==> config.mk <==
export PLATFORM = sky130hd
export DESIGN_NAME = iep_bank
export DESIGN_NICKNAME = d
export VERILOG_FILES = /design/src/rtl/iep_pkg.sv /design/src/rtl/iep_gate.sv /design/src/rtl/iep_bank.sv
export SDC_FILE = /design/constraint.sdc
export NUM_CORES = 1
export LEC_CHECK = 0
export BUFFER_PORTS_ARGS = -buffer_cell sky130_fd_sc_hd__buf_2
export CAP_MARGIN = 20
export CORE_MARGIN = 5
export CORE_UTILIZATION = 38
export DETAILED_ROUTE_END_ITERATION = 8
export SLEW_MARGIN = 20
export SYNTH_ARGS = -nofsm -noshare
export SYNTH_HDL_FRONTEND = slang
export SYNTH_HIERARCHICAL = 1
export SYNTH_SLANG_ARGS = --single-unit
==> constraint.sdc <==
create_clock -name ref_clk -period 4.4 [get_ports ref_clk]
set_input_delay 0.66 -clock ref_clk [delete_from_list [all_inputs] [get_ports ref_clk]]
set_output_delay 0.66 -clock ref_clk [all_outputs]
set_load 0.05 [all_outputs]
==> src/rtl/iep_pkg.sv <==
// Constants for the interrupt enable bank of comparator, pulse and pin sources.
// Assumes an APB slave with 32-bit data and one clock domain.
package iep_pkg;
    localparam int REG_W = 16;
    localparam logic [11:0] OFF_ENABLE = 12'h000;
    localparam logic [11:0] OFF_STATUS = 12'h004;
    localparam logic [11:0] OFF_CLEAR = 12'h008;
    localparam logic [11:0] OFF_IRQ_EN = 12'h00C;
    localparam logic [11:0] OFF_PENDING = 12'h010;
    localparam int BIT_CMP3 = 15;
    localparam int BIT_CMP2 = 14;
    localparam int BIT_CMP1 = 13;
    localparam int BIT_CHG = 11;
    localparam int BIT_PG4 = 6;
    localparam int BIT_PG3 = 5;
    localparam int BIT_PG2 = 4;
    localparam int BIT_PG1 = 3;
    localparam int BIT_PSE = 2;
    localparam int BIT_EXT2 = 1;
    localparam int BIT_EXT1 = 0;
    localparam logic [15:0] IMPL_MASK = 16'hE87F;
    localparam logic [15:0] ENABLE_RST = 16'h0000;
    localparam logic [1:0] EV_NONE = 2'h0;
    localparam logic [1:0] EV_GRANT_RISE = 2'h1;
    localparam logic [1:0] EV_BLOCKED = 2'h2;
endpackage

==> src/rtl/iep_gate.sv <==
// Per-source request gate: one enable bit joins one pending flag.
// Assumes flags are synchronous to ref_clk.
module iep_gate
    import iep_pkg::*;
#(
    parameter int WIDTH = REG_W
) (
    input wire logic ref_clk,
    input wire logic rst_b,
    input wire logic [WIDTH-1:0] flags,
    input wire logic [WIDTH-1:0] enables,
    output logic [WIDTH-1:0] requests
);
    if (WIDTH < 1) begin : gen_bad_width
        $error("iep_gate width must be positive");
    end

    genvar g;
    generate
        for (g = 0; g < WIDTH; g++) begin : gen_gate
            always_ff @(posedge ref_clk or negedge rst_b) begin
                if (!rst_b) begin
                    requests[g] <= 1'b0;
                end else begin
                    requests[g] <= flags[g] & enables[g];
                end
            end
        end
    endgenerate

    a_gate_block: assert property (
        @(posedge ref_clk) disable iff (!rst_b)
        !enables[0] |=> !requests[0])
        else $error("request passed while disabled");
    a_gate_pass: assert property (
        @(posedge ref_clk) disable iff (!rst_b)
        (enables[0] && flags[0]) |=> requests[0])
        else $error("enabled request not passed");
endmodule

==> src/rtl/iep_bank.sv <==
// Top of the interrupt enable bank with APB slave and event interrupt.
// Assumes synchronous source flags and an APB master on ref_clk.
module iep_bank
    import iep_pkg::*;
(
    input wire logic ref_clk,
    input wire logic rst_b,
    input wire logic psel,
    input wire logic penable,
    input wire logic pwrite,
    input wire logic [11:0] paddr,
    input wire logic [31:0] pwdata,
    output logic [31:0] prdata,
    output logic pready,
    output logic pslverr,
    input wire logic [REG_W-1:0] srcFlags,
    output logic [REG_W-1:0] ctrlRequest,
    output logic irq
);
    logic [REG_W-1:0] enable_r;
    logic [REG_W-1:0] status_r;
    logic [REG_W-1:0] irqEn_r;
    logic [REG_W-1:0] grant;
    logic [REG_W-1:0] grantPrev_r;
    logic [REG_W-1:0] blockedEv;
    logic [REG_W-1:0] blockedPrev_r;
    logic [REG_W-1:0] evSet;
    logic [REG_W-1:0] clrMask;
    logic setup;
    logic wrAcc;
    logic [1:0] lastEv_r;
    logic comparator3IrqEn;
    logic comparator2IrqEn;
    logic comparator1IrqEn;
    logic changeNotifyIrqEn;
    logic pulseGen4IrqEn;
    logic pulseGen3IrqEn;
    logic pulseGen2IrqEn;
    logic pulseGen1IrqEn;
    logic pulseSpecialEventIrqEn;
    logic extPin2IrqEn;
    logic extPin1IrqEn;

    function automatic logic known(input logic [11:0] a);
        return a == OFF_ENABLE || a == OFF_STATUS || a == OFF_CLEAR ||
            a == OFF_IRQ_EN || a == OFF_PENDING;
    endfunction

    assign setup = psel && !penable;
    assign wrAcc = psel && penable && pready && pwrite && !pslverr;
    assign grant = srcFlags & enable_r;
    assign blockedEv = srcFlags & ~enable_r & IMPL_MASK;
    assign evSet = (grant & ~grantPrev_r) | (blockedEv & ~blockedPrev_r);
    assign clrMask = (wrAcc && paddr == OFF_CLEAR) ?
        pwdata[REG_W-1:0] : '0;

    // Named enable fields
    assign comparator3IrqEn = enable_r[BIT_CMP3];
    assign comparator2IrqEn = enable_r[BIT_CMP2];
    assign comparator1IrqEn = enable_r[BIT_CMP1];
    assign changeNotifyIrqEn = enable_r[BIT_CHG];
    assign pulseGen4IrqEn = enable_r[BIT_PG4];
    assign pulseGen3IrqEn = enable_r[BIT_PG3];
    assign pulseGen2IrqEn = enable_r[BIT_PG2];
    assign pulseGen1IrqEn = enable_r[BIT_PG1];
    assign pulseSpecialEventIrqEn = enable_r[BIT_PSE];
    assign extPin2IrqEn = enable_r[BIT_EXT2];
    assign extPin1IrqEn = enable_r[BIT_EXT1];

    // Enable register, unused bits forced to zero
    always_ff @(posedge ref_clk or negedge rst_b) begin
        if (!rst_b) begin
            enable_r <= ENABLE_RST;
        end else if (wrAcc && paddr == OFF_ENABLE) begin
            enable_r <= pwdata[REG_W-1:0] & IMPL_MASK;
        end
    end

    always_ff @(posedge ref_clk or negedge rst_b) begin
        if (!rst_b) begin
            irqEn_r <= '0;
        end else if (wrAcc && paddr == OFF_IRQ_EN) begin
            irqEn_r <= pwdata[REG_W-1:0] & IMPL_MASK;
        end
    end

    // Edge detect on granted and blocked requests
    always_ff @(posedge ref_clk or negedge rst_b) begin
        if (!rst_b) begin
            grantPrev_r <= '0;
            blockedPrev_r <= '0;
        end else begin
            grantPrev_r <= grant;
            blockedPrev_r <= blockedEv;
        end
    end

    // Sticky status, set wins over clear
    always_ff @(posedge ref_clk or negedge rst_b) begin
        if (!rst_b) begin
            status_r <= '0;
        end else begin
            status_r <= (status_r & ~clrMask) | evSet;
        end
    end

    always_ff @(posedge ref_clk or negedge rst_b) begin
        if (!rst_b) begin
            lastEv_r <= EV_NONE;
        end else if (|(blockedEv & ~blockedPrev_r)) begin
            lastEv_r <= EV_BLOCKED;
        end else if (|(grant & ~grantPrev_r)) begin
            lastEv_r <= EV_GRANT_RISE;
        end
    end

    always_ff @(posedge ref_clk or negedge rst_b) begin
        if (!rst_b) begin
            irq <= 1'b0;
        end else begin
            irq <= |(((status_r & ~clrMask) | evSet) & irqEn_r);
        end
    end

    iep_gate #(
        .WIDTH(REG_W)
    ) u_gate (
        .ref_clk(ref_clk),
        .rst_b(rst_b),
        .flags(srcFlags & IMPL_MASK),
        .enables(enable_r),
        .requests(ctrlRequest)
    );

    // APB answer: one access cycle, error on unmapped offsets
    always_ff @(posedge ref_clk or negedge rst_b) begin
        if (!rst_b) begin
            pready <= 1'b0;
            pslverr <= 1'b0;
            prdata <= '0;
        end else if (setup) begin
            pready <= 1'b1;
            pslverr <= !known(paddr);
            prdata <= '0;
            if (!pwrite) begin
                unique case (paddr)
                    OFF_ENABLE: prdata <= {16'h0000, enable_r};
                    OFF_STATUS: prdata <= {16'h0000, status_r};
                    OFF_IRQ_EN: prdata <= {16'h0000, irqEn_r};
                    OFF_PENDING: prdata <= {14'h0000, lastEv_r, grant};
                    default: prdata <= '0;
                endcase
            end
        end else begin
            pready <= 1'b0;
            pslverr <= 1'b0;
        end
    end

    a_unused_zero: assert property (
        @(posedge ref_clk) disable iff (!rst_b)
        (enable_r & ~IMPL_MASK) == '0)
        else $error("unused enable bit set");
    a_cmp_write: assert property (
        @(posedge ref_clk) disable iff (!rst_b)
        (wrAcc && paddr == OFF_ENABLE && pwdata[BIT_CMP3])
        |=> enable_r[BIT_CMP3])
        else $error("comparator 3 enable not stored");
    a_pg_write: assert property (
        @(posedge ref_clk) disable iff (!rst_b)
        (wrAcc && paddr == OFF_ENABLE)
        |=> enable_r[BIT_PG4:BIT_PG1] == $past(pwdata[BIT_PG4:BIT_PG1]))
        else $error("pulse enables not stored");
    a_req_pass: assert property (
        @(posedge ref_clk) disable iff (!rst_b)
        (enable_r[BIT_CMP1] && srcFlags[BIT_CMP1]) |=> ctrlRequest[BIT_CMP1])
        else $error("comparator 1 request lost");
    a_req_block: assert property (
        @(posedge ref_clk) disable iff (!rst_b)
        !enable_r[BIT_PG2] |=> !ctrlRequest[BIT_PG2])
        else $error("pulse 2 request leaked");
    a_blk_record: assert property (
        @(posedge ref_clk) disable iff (!rst_b)
        (!enable_r[BIT_EXT1] && srcFlags[BIT_EXT1] && !blockedPrev_r[BIT_EXT1])
        |=> status_r[BIT_EXT1])
        else $error("blocked event not recorded");
    a_unused_read: assert property (
        @(posedge ref_clk) disable iff (!rst_b)
        (setup && !pwrite && paddr == OFF_ENABLE)
        |=> (prdata[REG_W-1:0] & ~IMPL_MASK) == '0)
        else $error("unused enable bit read as one");
    a_set_wins: assert property (
        @(posedge ref_clk) disable iff (!rst_b)
        (|evSet) |=> (status_r & $past(evSet)) == $past(evSet))
        else $error("source event lost from status");
    a_clear_done: assert property (
        @(posedge ref_clk) disable iff (!rst_b)
        (|clrMask) |=> (status_r & $past(clrMask) & ~$past(evSet)) == '0)
        else $error("status bit not cleared");

    // Each named field gates its own source one cycle later
    a_cmp3_gate: assert property (
        @(posedge ref_clk) disable iff (!rst_b)
        ctrlRequest[BIT_CMP3] ==
        ($past(srcFlags[BIT_CMP3]) && $past(comparator3IrqEn)))
        else $error("comparator 3 request wrong");
    a_cmp2_gate: assert property (
        @(posedge ref_clk) disable iff (!rst_b)
        ctrlRequest[BIT_CMP2] ==
        ($past(srcFlags[BIT_CMP2]) && $past(comparator2IrqEn)))
        else $error("comparator 2 request wrong");
    a_cmp1_gate: assert property (
        @(posedge ref_clk) disable iff (!rst_b)
        ctrlRequest[BIT_CMP1] ==
        ($past(srcFlags[BIT_CMP1]) && $past(comparator1IrqEn)))
        else $error("comparator 1 request wrong");
    a_chg_gate: assert property (
        @(posedge ref_clk) disable iff (!rst_b)
        ctrlRequest[BIT_CHG] ==
        ($past(srcFlags[BIT_CHG]) && $past(changeNotifyIrqEn)))
        else $error("change notify request wrong");
    a_pg4_gate: assert property (
        @(posedge ref_clk) disable iff (!rst_b)
        ctrlRequest[BIT_PG4] ==
        ($past(srcFlags[BIT_PG4]) && $past(pulseGen4IrqEn)))
        else $error("pulse 4 request wrong");
    a_pg3_gate: assert property (
        @(posedge ref_clk) disable iff (!rst_b)
        ctrlRequest[BIT_PG3] ==
        ($past(srcFlags[BIT_PG3]) && $past(pulseGen3IrqEn)))
        else $error("pulse 3 request wrong");
    a_pg2_gate: assert property (
        @(posedge ref_clk) disable iff (!rst_b)
        ctrlRequest[BIT_PG2] ==
        ($past(srcFlags[BIT_PG2]) && $past(pulseGen2IrqEn)))
        else $error("pulse 2 request wrong");
    a_pg1_gate: assert property (
        @(posedge ref_clk) disable iff (!rst_b)
        ctrlRequest[BIT_PG1] ==
        ($past(srcFlags[BIT_PG1]) && $past(pulseGen1IrqEn)))
        else $error("pulse 1 request wrong");
    a_pse_gate: assert property (
        @(posedge ref_clk) disable iff (!rst_b)
        ctrlRequest[BIT_PSE] ==
        ($past(srcFlags[BIT_PSE]) && $past(pulseSpecialEventIrqEn)))
        else $error("special event request wrong");
    a_ext2_gate: assert property (
        @(posedge ref_clk) disable iff (!rst_b)
        ctrlRequest[BIT_EXT2] ==
        ($past(srcFlags[BIT_EXT2]) && $past(extPin2IrqEn)))
        else $error("pin 2 request wrong");
    a_ext1_gate: assert property (
        @(posedge ref_clk) disable iff (!rst_b)
        ctrlRequest[BIT_EXT1] ==
        ($past(srcFlags[BIT_EXT1]) && $past(extPin1IrqEn)))
        else $error("pin 1 request wrong");

    // Each named field takes its bit of an enable write
    a_cmp3_store: assert property (
        @(posedge ref_clk) disable iff (!rst_b)
        (wrAcc && paddr == OFF_ENABLE)
        |=> comparator3IrqEn == $past(pwdata[BIT_CMP3]))
        else $error("comparator 3 enable not written");
    a_cmp2_store: assert property (
        @(posedge ref_clk) disable iff (!rst_b)
        (wrAcc && paddr == OFF_ENABLE)
        |=> comparator2IrqEn == $past(pwdata[BIT_CMP2]))
        else $error("comparator 2 enable not written");
    a_cmp1_store: assert property (
        @(posedge ref_clk) disable iff (!rst_b)
        (wrAcc && paddr == OFF_ENABLE)
        |=> comparator1IrqEn == $past(pwdata[BIT_CMP1]))
        else $error("comparator 1 enable not written");
    a_chg_store: assert property (
        @(posedge ref_clk) disable iff (!rst_b)
        (wrAcc && paddr == OFF_ENABLE)
        |=> changeNotifyIrqEn == $past(pwdata[BIT_CHG]))
        else $error("change notify enable not written");
    a_pg4_store: assert property (
        @(posedge ref_clk) disable iff (!rst_b)
        (wrAcc && paddr == OFF_ENABLE)
        |=> pulseGen4IrqEn == $past(pwdata[BIT_PG4]))
        else $error("pulse 4 enable not written");
    a_pg3_store: assert property (
        @(posedge ref_clk) disable iff (!rst_b)
        (wrAcc && paddr == OFF_ENABLE)
        |=> pulseGen3IrqEn == $past(pwdata[BIT_PG3]))
        else $error("pulse 3 enable not written");
    a_pg2_store: assert property (
        @(posedge ref_clk) disable iff (!rst_b)
        (wrAcc && paddr == OFF_ENABLE)
        |=> pulseGen2IrqEn == $past(pwdata[BIT_PG2]))
        else $error("pulse 2 enable not written");
    a_pg1_store: assert property (
        @(posedge ref_clk) disable iff (!rst_b)
        (wrAcc && paddr == OFF_ENABLE)
        |=> pulseGen1IrqEn == $past(pwdata[BIT_PG1]))
        else $error("pulse 1 enable not written");
    a_pse_store: assert property (
        @(posedge ref_clk) disable iff (!rst_b)
        (wrAcc && paddr == OFF_ENABLE)
        |=> pulseSpecialEventIrqEn == $past(pwdata[BIT_PSE]))
        else $error("special event enable not written");
    a_ext2_store: assert property (
        @(posedge ref_clk) disable iff (!rst_b)
        (wrAcc && paddr == OFF_ENABLE)
        |=> extPin2IrqEn == $past(pwdata[BIT_EXT2]))
        else $error("pin 2 enable not written");
    a_ext1_store: assert property (
        @(posedge ref_clk) disable iff (!rst_b)
        (wrAcc && paddr == OFF_ENABLE)
        |=> extPin1IrqEn == $past(pwdata[BIT_EXT1]))
        else $error("pin 1 enable not written");
    a_apb_ready: assert property (@(posedge ref_clk) disable iff (!rst_b)
        setup |=> pready ##1 !pready)
        else $error("apb answer not one cycle");
    a_pin2_read: assert property (
        @(posedge ref_clk) disable iff (!rst_b)
        (setup && !pwrite && paddr == OFF_ENABLE)
        |=> prdata[BIT_EXT2] == $past(enable_r[BIT_EXT2]))
        else $error("pin 2 enable read wrong");

    c_enable_write: cover property (@(posedge ref_clk)
        wrAcc && paddr == OFF_ENABLE);
    c_req_out: cover property (@(posedge ref_clk) |ctrlRequest);
    c_irq_rise: cover property (@(posedge ref_clk) $rose(irq));
    c_bad_addr: cover property (@(posedge ref_clk) pslverr && pready);
endmodule

Word-level counts from Yosys, hierarchy flattened
Index checks and enable logic that the tools add are counted.
{"block": "totals", "input_bits": 65, "reg_bits": 113, "output_inout_bits": 51}
{"block": "classes", "bitwise_logic": 23, "mux": 7, "n_eq_ne": 4, "reduce_logical": 20}
{"op": "16-bit AND", "count": 6}
{"op": "18-bit one-hot mux with 4 select lines", "count": 1}
{"op": "16-bit NOT", "count": 4}
{"op": "16-bit OR reduction", "count": 3}
{"op": "32-bit 2-to-1 mux", "count": 1}
{"op": "16-bit OR", "count": 2}
{"op": "12-bit by 4-bit == test with 1-bit output (second input constant)", "count": 2}
{"op": "16-bit 2-to-1 mux", "count": 1}
{"op": "12-bit by 3-bit == test with 1-bit output (second input constant)", "count": 1}
{"op": "12-bit by 5-bit == test with 1-bit output (second input constant)", "count": 1}
{"op": "12-bit logical NOT", "count": 1}
{"op": "1-bit AND", "count": 11}
{"op": "1-bit logical AND", "count": 8}
{"op": "1-bit logical OR", "count": 4}
{"op": "2-bit 2-to-1 mux", "count": 2}
{"op": "1-bit logical NOT", "count": 3}
{"op": "1-bit 2-to-1 mux", "count": 2}
{"op": "2-bit nonzero test", "count": 1}

Longest topological paths before layout
{"block": "depth", "depth_word": 11, "ltp_mapped": 8, "ltp_nobuf": 6}

By module
The synthesis kept the hierarchy.
{"mod": "iep_bank", "seq_area_each_um2": 2077.0, "area_each_um2": 3942.5, "cells_each": 359, "instances": 1}
{"mod": "iep_gate", "seq_area_each_um2": 400.4, "area_each_um2": 500.5, "cells_each": 32, "instances": 1}

Worst setup path before layout
OpenSTA, ideal clock, no wires.
{"block": "synth_path", "path_type": "input-to-reg", "start": "input paddr[0]", "end": "register enable_r[0]", "setup_ns": 0.125, "path_slack_ns": 1.707, "path_buffers": 1, "cell_stages": 6, "arrival_time_ns": 2.568, "cell_sequence": "or4_4 > or3_1 > or3_4 > or2_4 > buf_6 > mux2_4"}
{"block": "synth_via", "elab_chain_cells": 2}
{"item": "start, declared", "line_no": "iep_bank.sv:11", "rtl": "input wire logic [11:0] paddr,"}
{"item": "12-bit logical NOT", "line_no": "iep_bank.sv:74", "rtl": "end else if (wrAcc && paddr == OFF_ENABLE) begin"}
{"item": "1-bit logical AND", "line_no": "iep_bank.sv:74"}
{"item": "end signal, assigned", "line_no": "iep_bank.sv:75", "rtl": "enable_r <= pwdata[REG_W-1:0] & IMPL_MASK;"}
{"item": "end, declared", "line_no": "iep_bank.sv:20", "rtl": "logic [REG_W-1:0] enable_r;"}
No other way between the ends.
A chain may end at the register's enable or synchronous reset.

Final worst setup path
{"block": "layout_path", "start": "input paddr[0]", "end": "register enable_r[4]"}
The elaborated chain is that of the path after synthesis.

==> results.sh <==
export IMPL_status="completed"
export IMPL_finalCritPeriodShare=0.606
export IMPL_syn_avg_cell_area_um2=11.4
export IMPL_finalCriticalPeriod_ps=2670
export IMPL_cts_resized=0
export IMPL_grt_pass1_wl_mm=17.6
export IMPL_crit_path_end_kind="flop"
export IMPL_cp_slowest_cell="or4_4"
export IMPL_post_route_util=0.464
export IMPL_slew_limit_headroom=0.372
export IMPL_cts_root_buf="clkbuf_16"
export IMPL_grt_use_total=0.156
export IMPL_setup_viol=0
export IMPL_grt_max_degree=63
export IMPL_p_int_uw=1420
export IMPL_synth_area_um2=4440
export IMPL_drt_first_pass_iters=4
export IMPL_vias_per_cell=5.06
export IMPL_start_util=0.389
export IMPL_critPathKind="primary input to flop"
export IMPL_crit_fanout=13
export IMPL_final_hold_violation_count=0
export IMPL_reg2reg_depth=7
export IMPL_dp_hpwl_mm=7.51
export IMPL_synth_area_leaders="dfrtp_1 56%, mux2i_1 5.0%, and2_1 4.2%, nand2_1 3.5%, mux2_4 3.4%"
export IMPL_antenna_found_initial=0
export IMPL_rsz0062_at_grt="no"
export IMPL_drc=0
export IMPL_die_area_um2=14000
export IMPL_r2r_start="pready$_DFF_PN0_"
export IMPL_grt_pass1_vias=3332
export IMPL_die_height_um=118
export IMPL_clkLatencyLatePin_ps=330
export IMPL_drv_cap=0
export IMPL_gp_congestion=0.813
export IMPL_cp_cell_sequence="buf_2 -> or4_4 -> or3_1 -> or3_4 -> or2_4 -> mux2_4"
export IMPL_max_clock_path_buffers=2
export IMPL_yosysWarningCount=6
export IMPL_comb_power_share=0.073
export IMPL_cts_clk_slew_worst_paths_ps=60
export IMPL_layout_common_cells="99 x dfrtp_1, 79 x buf_2, 42 x nand2_1"
export IMPL_antennaDiodeCount=0
export IMPL_area_delta_synth_final_pct=19.3
export IMPL_r2r_slack_ps=1980
export IMPL_worstPathRequired_ps=4620
export IMPL_post_cts_buffers=0
export IMPL_postRouteAntennaNets=0
export IMPL_holdBufCountCts=0
export IMPL_slew_violations=0
export IMPL_synth_top_cell_by_area="dfrtp_1"
export IMPL_final_common_cell="dfrtp_1"
export IMPL_pwr_share_seq=0.497
export IMPL_critPathBufInv=1
export IMPL_vdd_drop_max_uv=218
export IMPL_initialDrtViolationCount=99
export IMPL_wire_per_inst_um=16.9
export IMPL_clkSinkCount=99
export IMPL_synth_cell_types=40
export IMPL_yosys_register_bits=99
export IMPL_worst_setup_path_start_kind="primary input"
export IMPL_clock_power_share=0.430
export IMPL_ios=116
export IMPL_p_per_area_nw_per_um2=350
export IMPL_tightest_slew_ps=918
export IMPL_synthCells=391
export IMPL_switching_power_uw=433
export IMPL_worstHoldPathType="primary input to async pin"
export IMPL_core_rowCount=39
export IMPL_routed_wl_mm=10.7
export IMPL_htreeDepth=3
export IMPL_max_freq_mhz=375
export IMPL_vias=3196
export IMPL_tritoncts="done"
export IMPL_die_w_um=118
export IMPL_io_buffer_count=80
export IMPL_cts_made_buffers=9
export IMPL_synth_top_area_share=0.558
export IMPL_skew_ps=4.10
export IMPL_leakagePower_uw=0.00265
export IMPL_crit_arrival_ps=2880
export IMPL_r2r_end="irq$_DFF_PN0_"
export IMPL_critPathMaxStageDelay_ps=550
export IMPL_critical_path_top_delay_family="simple AND/OR/NAND/NOR gates"
export IMPL_ys_seq_area_frac=0.558
export IMPL_swShare=0.233
export IMPL_drive_gt1_frac=0.262
export IMPL_core_area_um2=11400
export IMPL_fin_setup_tns_ps=0
export IMPL_fin_nets=549
export IMPL_grt_overflow=0
[registers in the layout, indices dropped and copies added (netlist names)]
register,flops
pready,1
irq,1
pslverr,1
status_r,16
lastEv_r,2
grantPrev_r,11
irqEn_r,11
prdata,18
u_gate/requests,16
enable_r,11
blockedPrev_r,11
[metrics by stage]
stage | hold WS [ps] | area, um2 | setup slack [ps] | instances | power (uW)
3_3_place_gp | 462 | 5000 | 1390 | 616 | 1070
5_1_grt | 462 | 5300 | 1670 | 632 | 1930
4_1_cts | 433 | 5300 | 1730 | 632 | 1880
2_1_floorplan | 364 | 4530 | 1710 | 414 | 1020
3_5_place_dp | 461 | 5000 | 1370 | 616 | 1080
6_report | 388 | 5300 | 1730 | 632 | 1860
[metal layers]
metal  track usage  vias to the layer above  wire [um]
met4        0.0530                        0        110
met5             0                        -          0
met3        0.0392                       11        587
met2         0.250                       71       5190
li1              -                     1525          -
met1         0.208                     1589       4800
[cells in the mapped netlist]
| cell | n |
|---|---|
| nor4_1 | 3 |
| o21a_1 | 1 |
| or4_1 | 1 |
| nor4b_2 | 1 |
| buf_1 | 1 |
| a21oi_1 | 1 |
| a211o_1 | 1 |
| a211oi_1 | 1 |
| a21o_1 | 10 |
| o2111ai_1 | 1 |
| mux2_2 | 12 |
| o31ai_1 | 1 |
| mux2i_1 | 22 |
| o21ai_0 | 29 |
| nand2b_1 | 4 |
| and2_1 | 30 |
| clkinv_1 | 1 |
| clkbuf_1 | 7 |
| dfrtp_1 | 99 |
| nand4_1 | 1 |
| conb_1 | 1 |
| nand2_1 | 42 |
| o22ai_1 | 14 |
| or4_4 | 2 |
| nor2_1 | 1 |
| buf_6 | 2 |
| or3_1 | 4 |
| buf_4 | 14 |
| a31oi_1 | 10 |
| buf_2 | 2 |
| or3_4 | 1 |
| nand3_1 | 3 |
| mux2_4 | 10 |
| nor3_1 | 2 |
| nor2b_1 | 20 |
| a21boi_0 | 5 |
| inv_1 | 14 |
| a22o_1 | 12 |
| a2111oi_0 | 4 |
| or2_4 | 1 |
[power groups by stage]
| stage | Sequential (uW) | Clock, uW | Combinational [uW] |
|---|---|---|---|
| 4_1_cts | 922 | 820 | 138 |
| 2_1_floorplan | 951 | 0 | 70.5 |
| 3_5_place_dp | 940 | 0 | 138 |
| 6_report | 922 | 799 | 136 |
| 3_3_place_gp | 939 | 0 | 135 |
| 5_1_grt | 923 | 857 | 150 |
[cell families (layout without fill, tap and decap cells)]
logic type | Yosys count | count (layout) | synth area share
AOI/OAI and AO/OA | 90 | 90 | 0.133
buffers and inverters | 41 | 116 | 0.0504
muxes | 44 | 44 | 0.114
and+or+nand+nor | 116 | 116 | 0.144
DFF | 99 | 99 | 0.558
other | 1 | 24 | 0.000844
[worst max path at each step]
stage,to,slack (ps),from,cells past startpoint
after global placement,enable_r[4]$_DFFE_PN0P_,1390,paddr[0],6
after floorplan,enable_r[0]$_DFFE_PN0P_,1710,paddr[0],6
after global routing,lastEv_r[1]$_DFFE_PN0P_,1670,srcFlags[15],7
after CTS,enable_r[13]$_DFFE_PN0P_,1730,paddr[0],6
after detailed placement,enable_r[5]$_DFFE_PN0P_,1370,paddr[0],6
final,enable_r[4]$_DFFE_PN0P_,1730,paddr[0],6
[area by class of cell]
class | instances | area [um2]
clock buffers | 12 | 256
clock inverters | 4 | 48.8
fillers | 1140 | 6120
inverters | 15 | 56.3
multi-input cells | 274 | 1840
flip-flops and latches | 99 | 2480
well taps | 143 | 179
repair buffers | 85 | 440
Note: power is estimated with default switching activity, not from simulation.
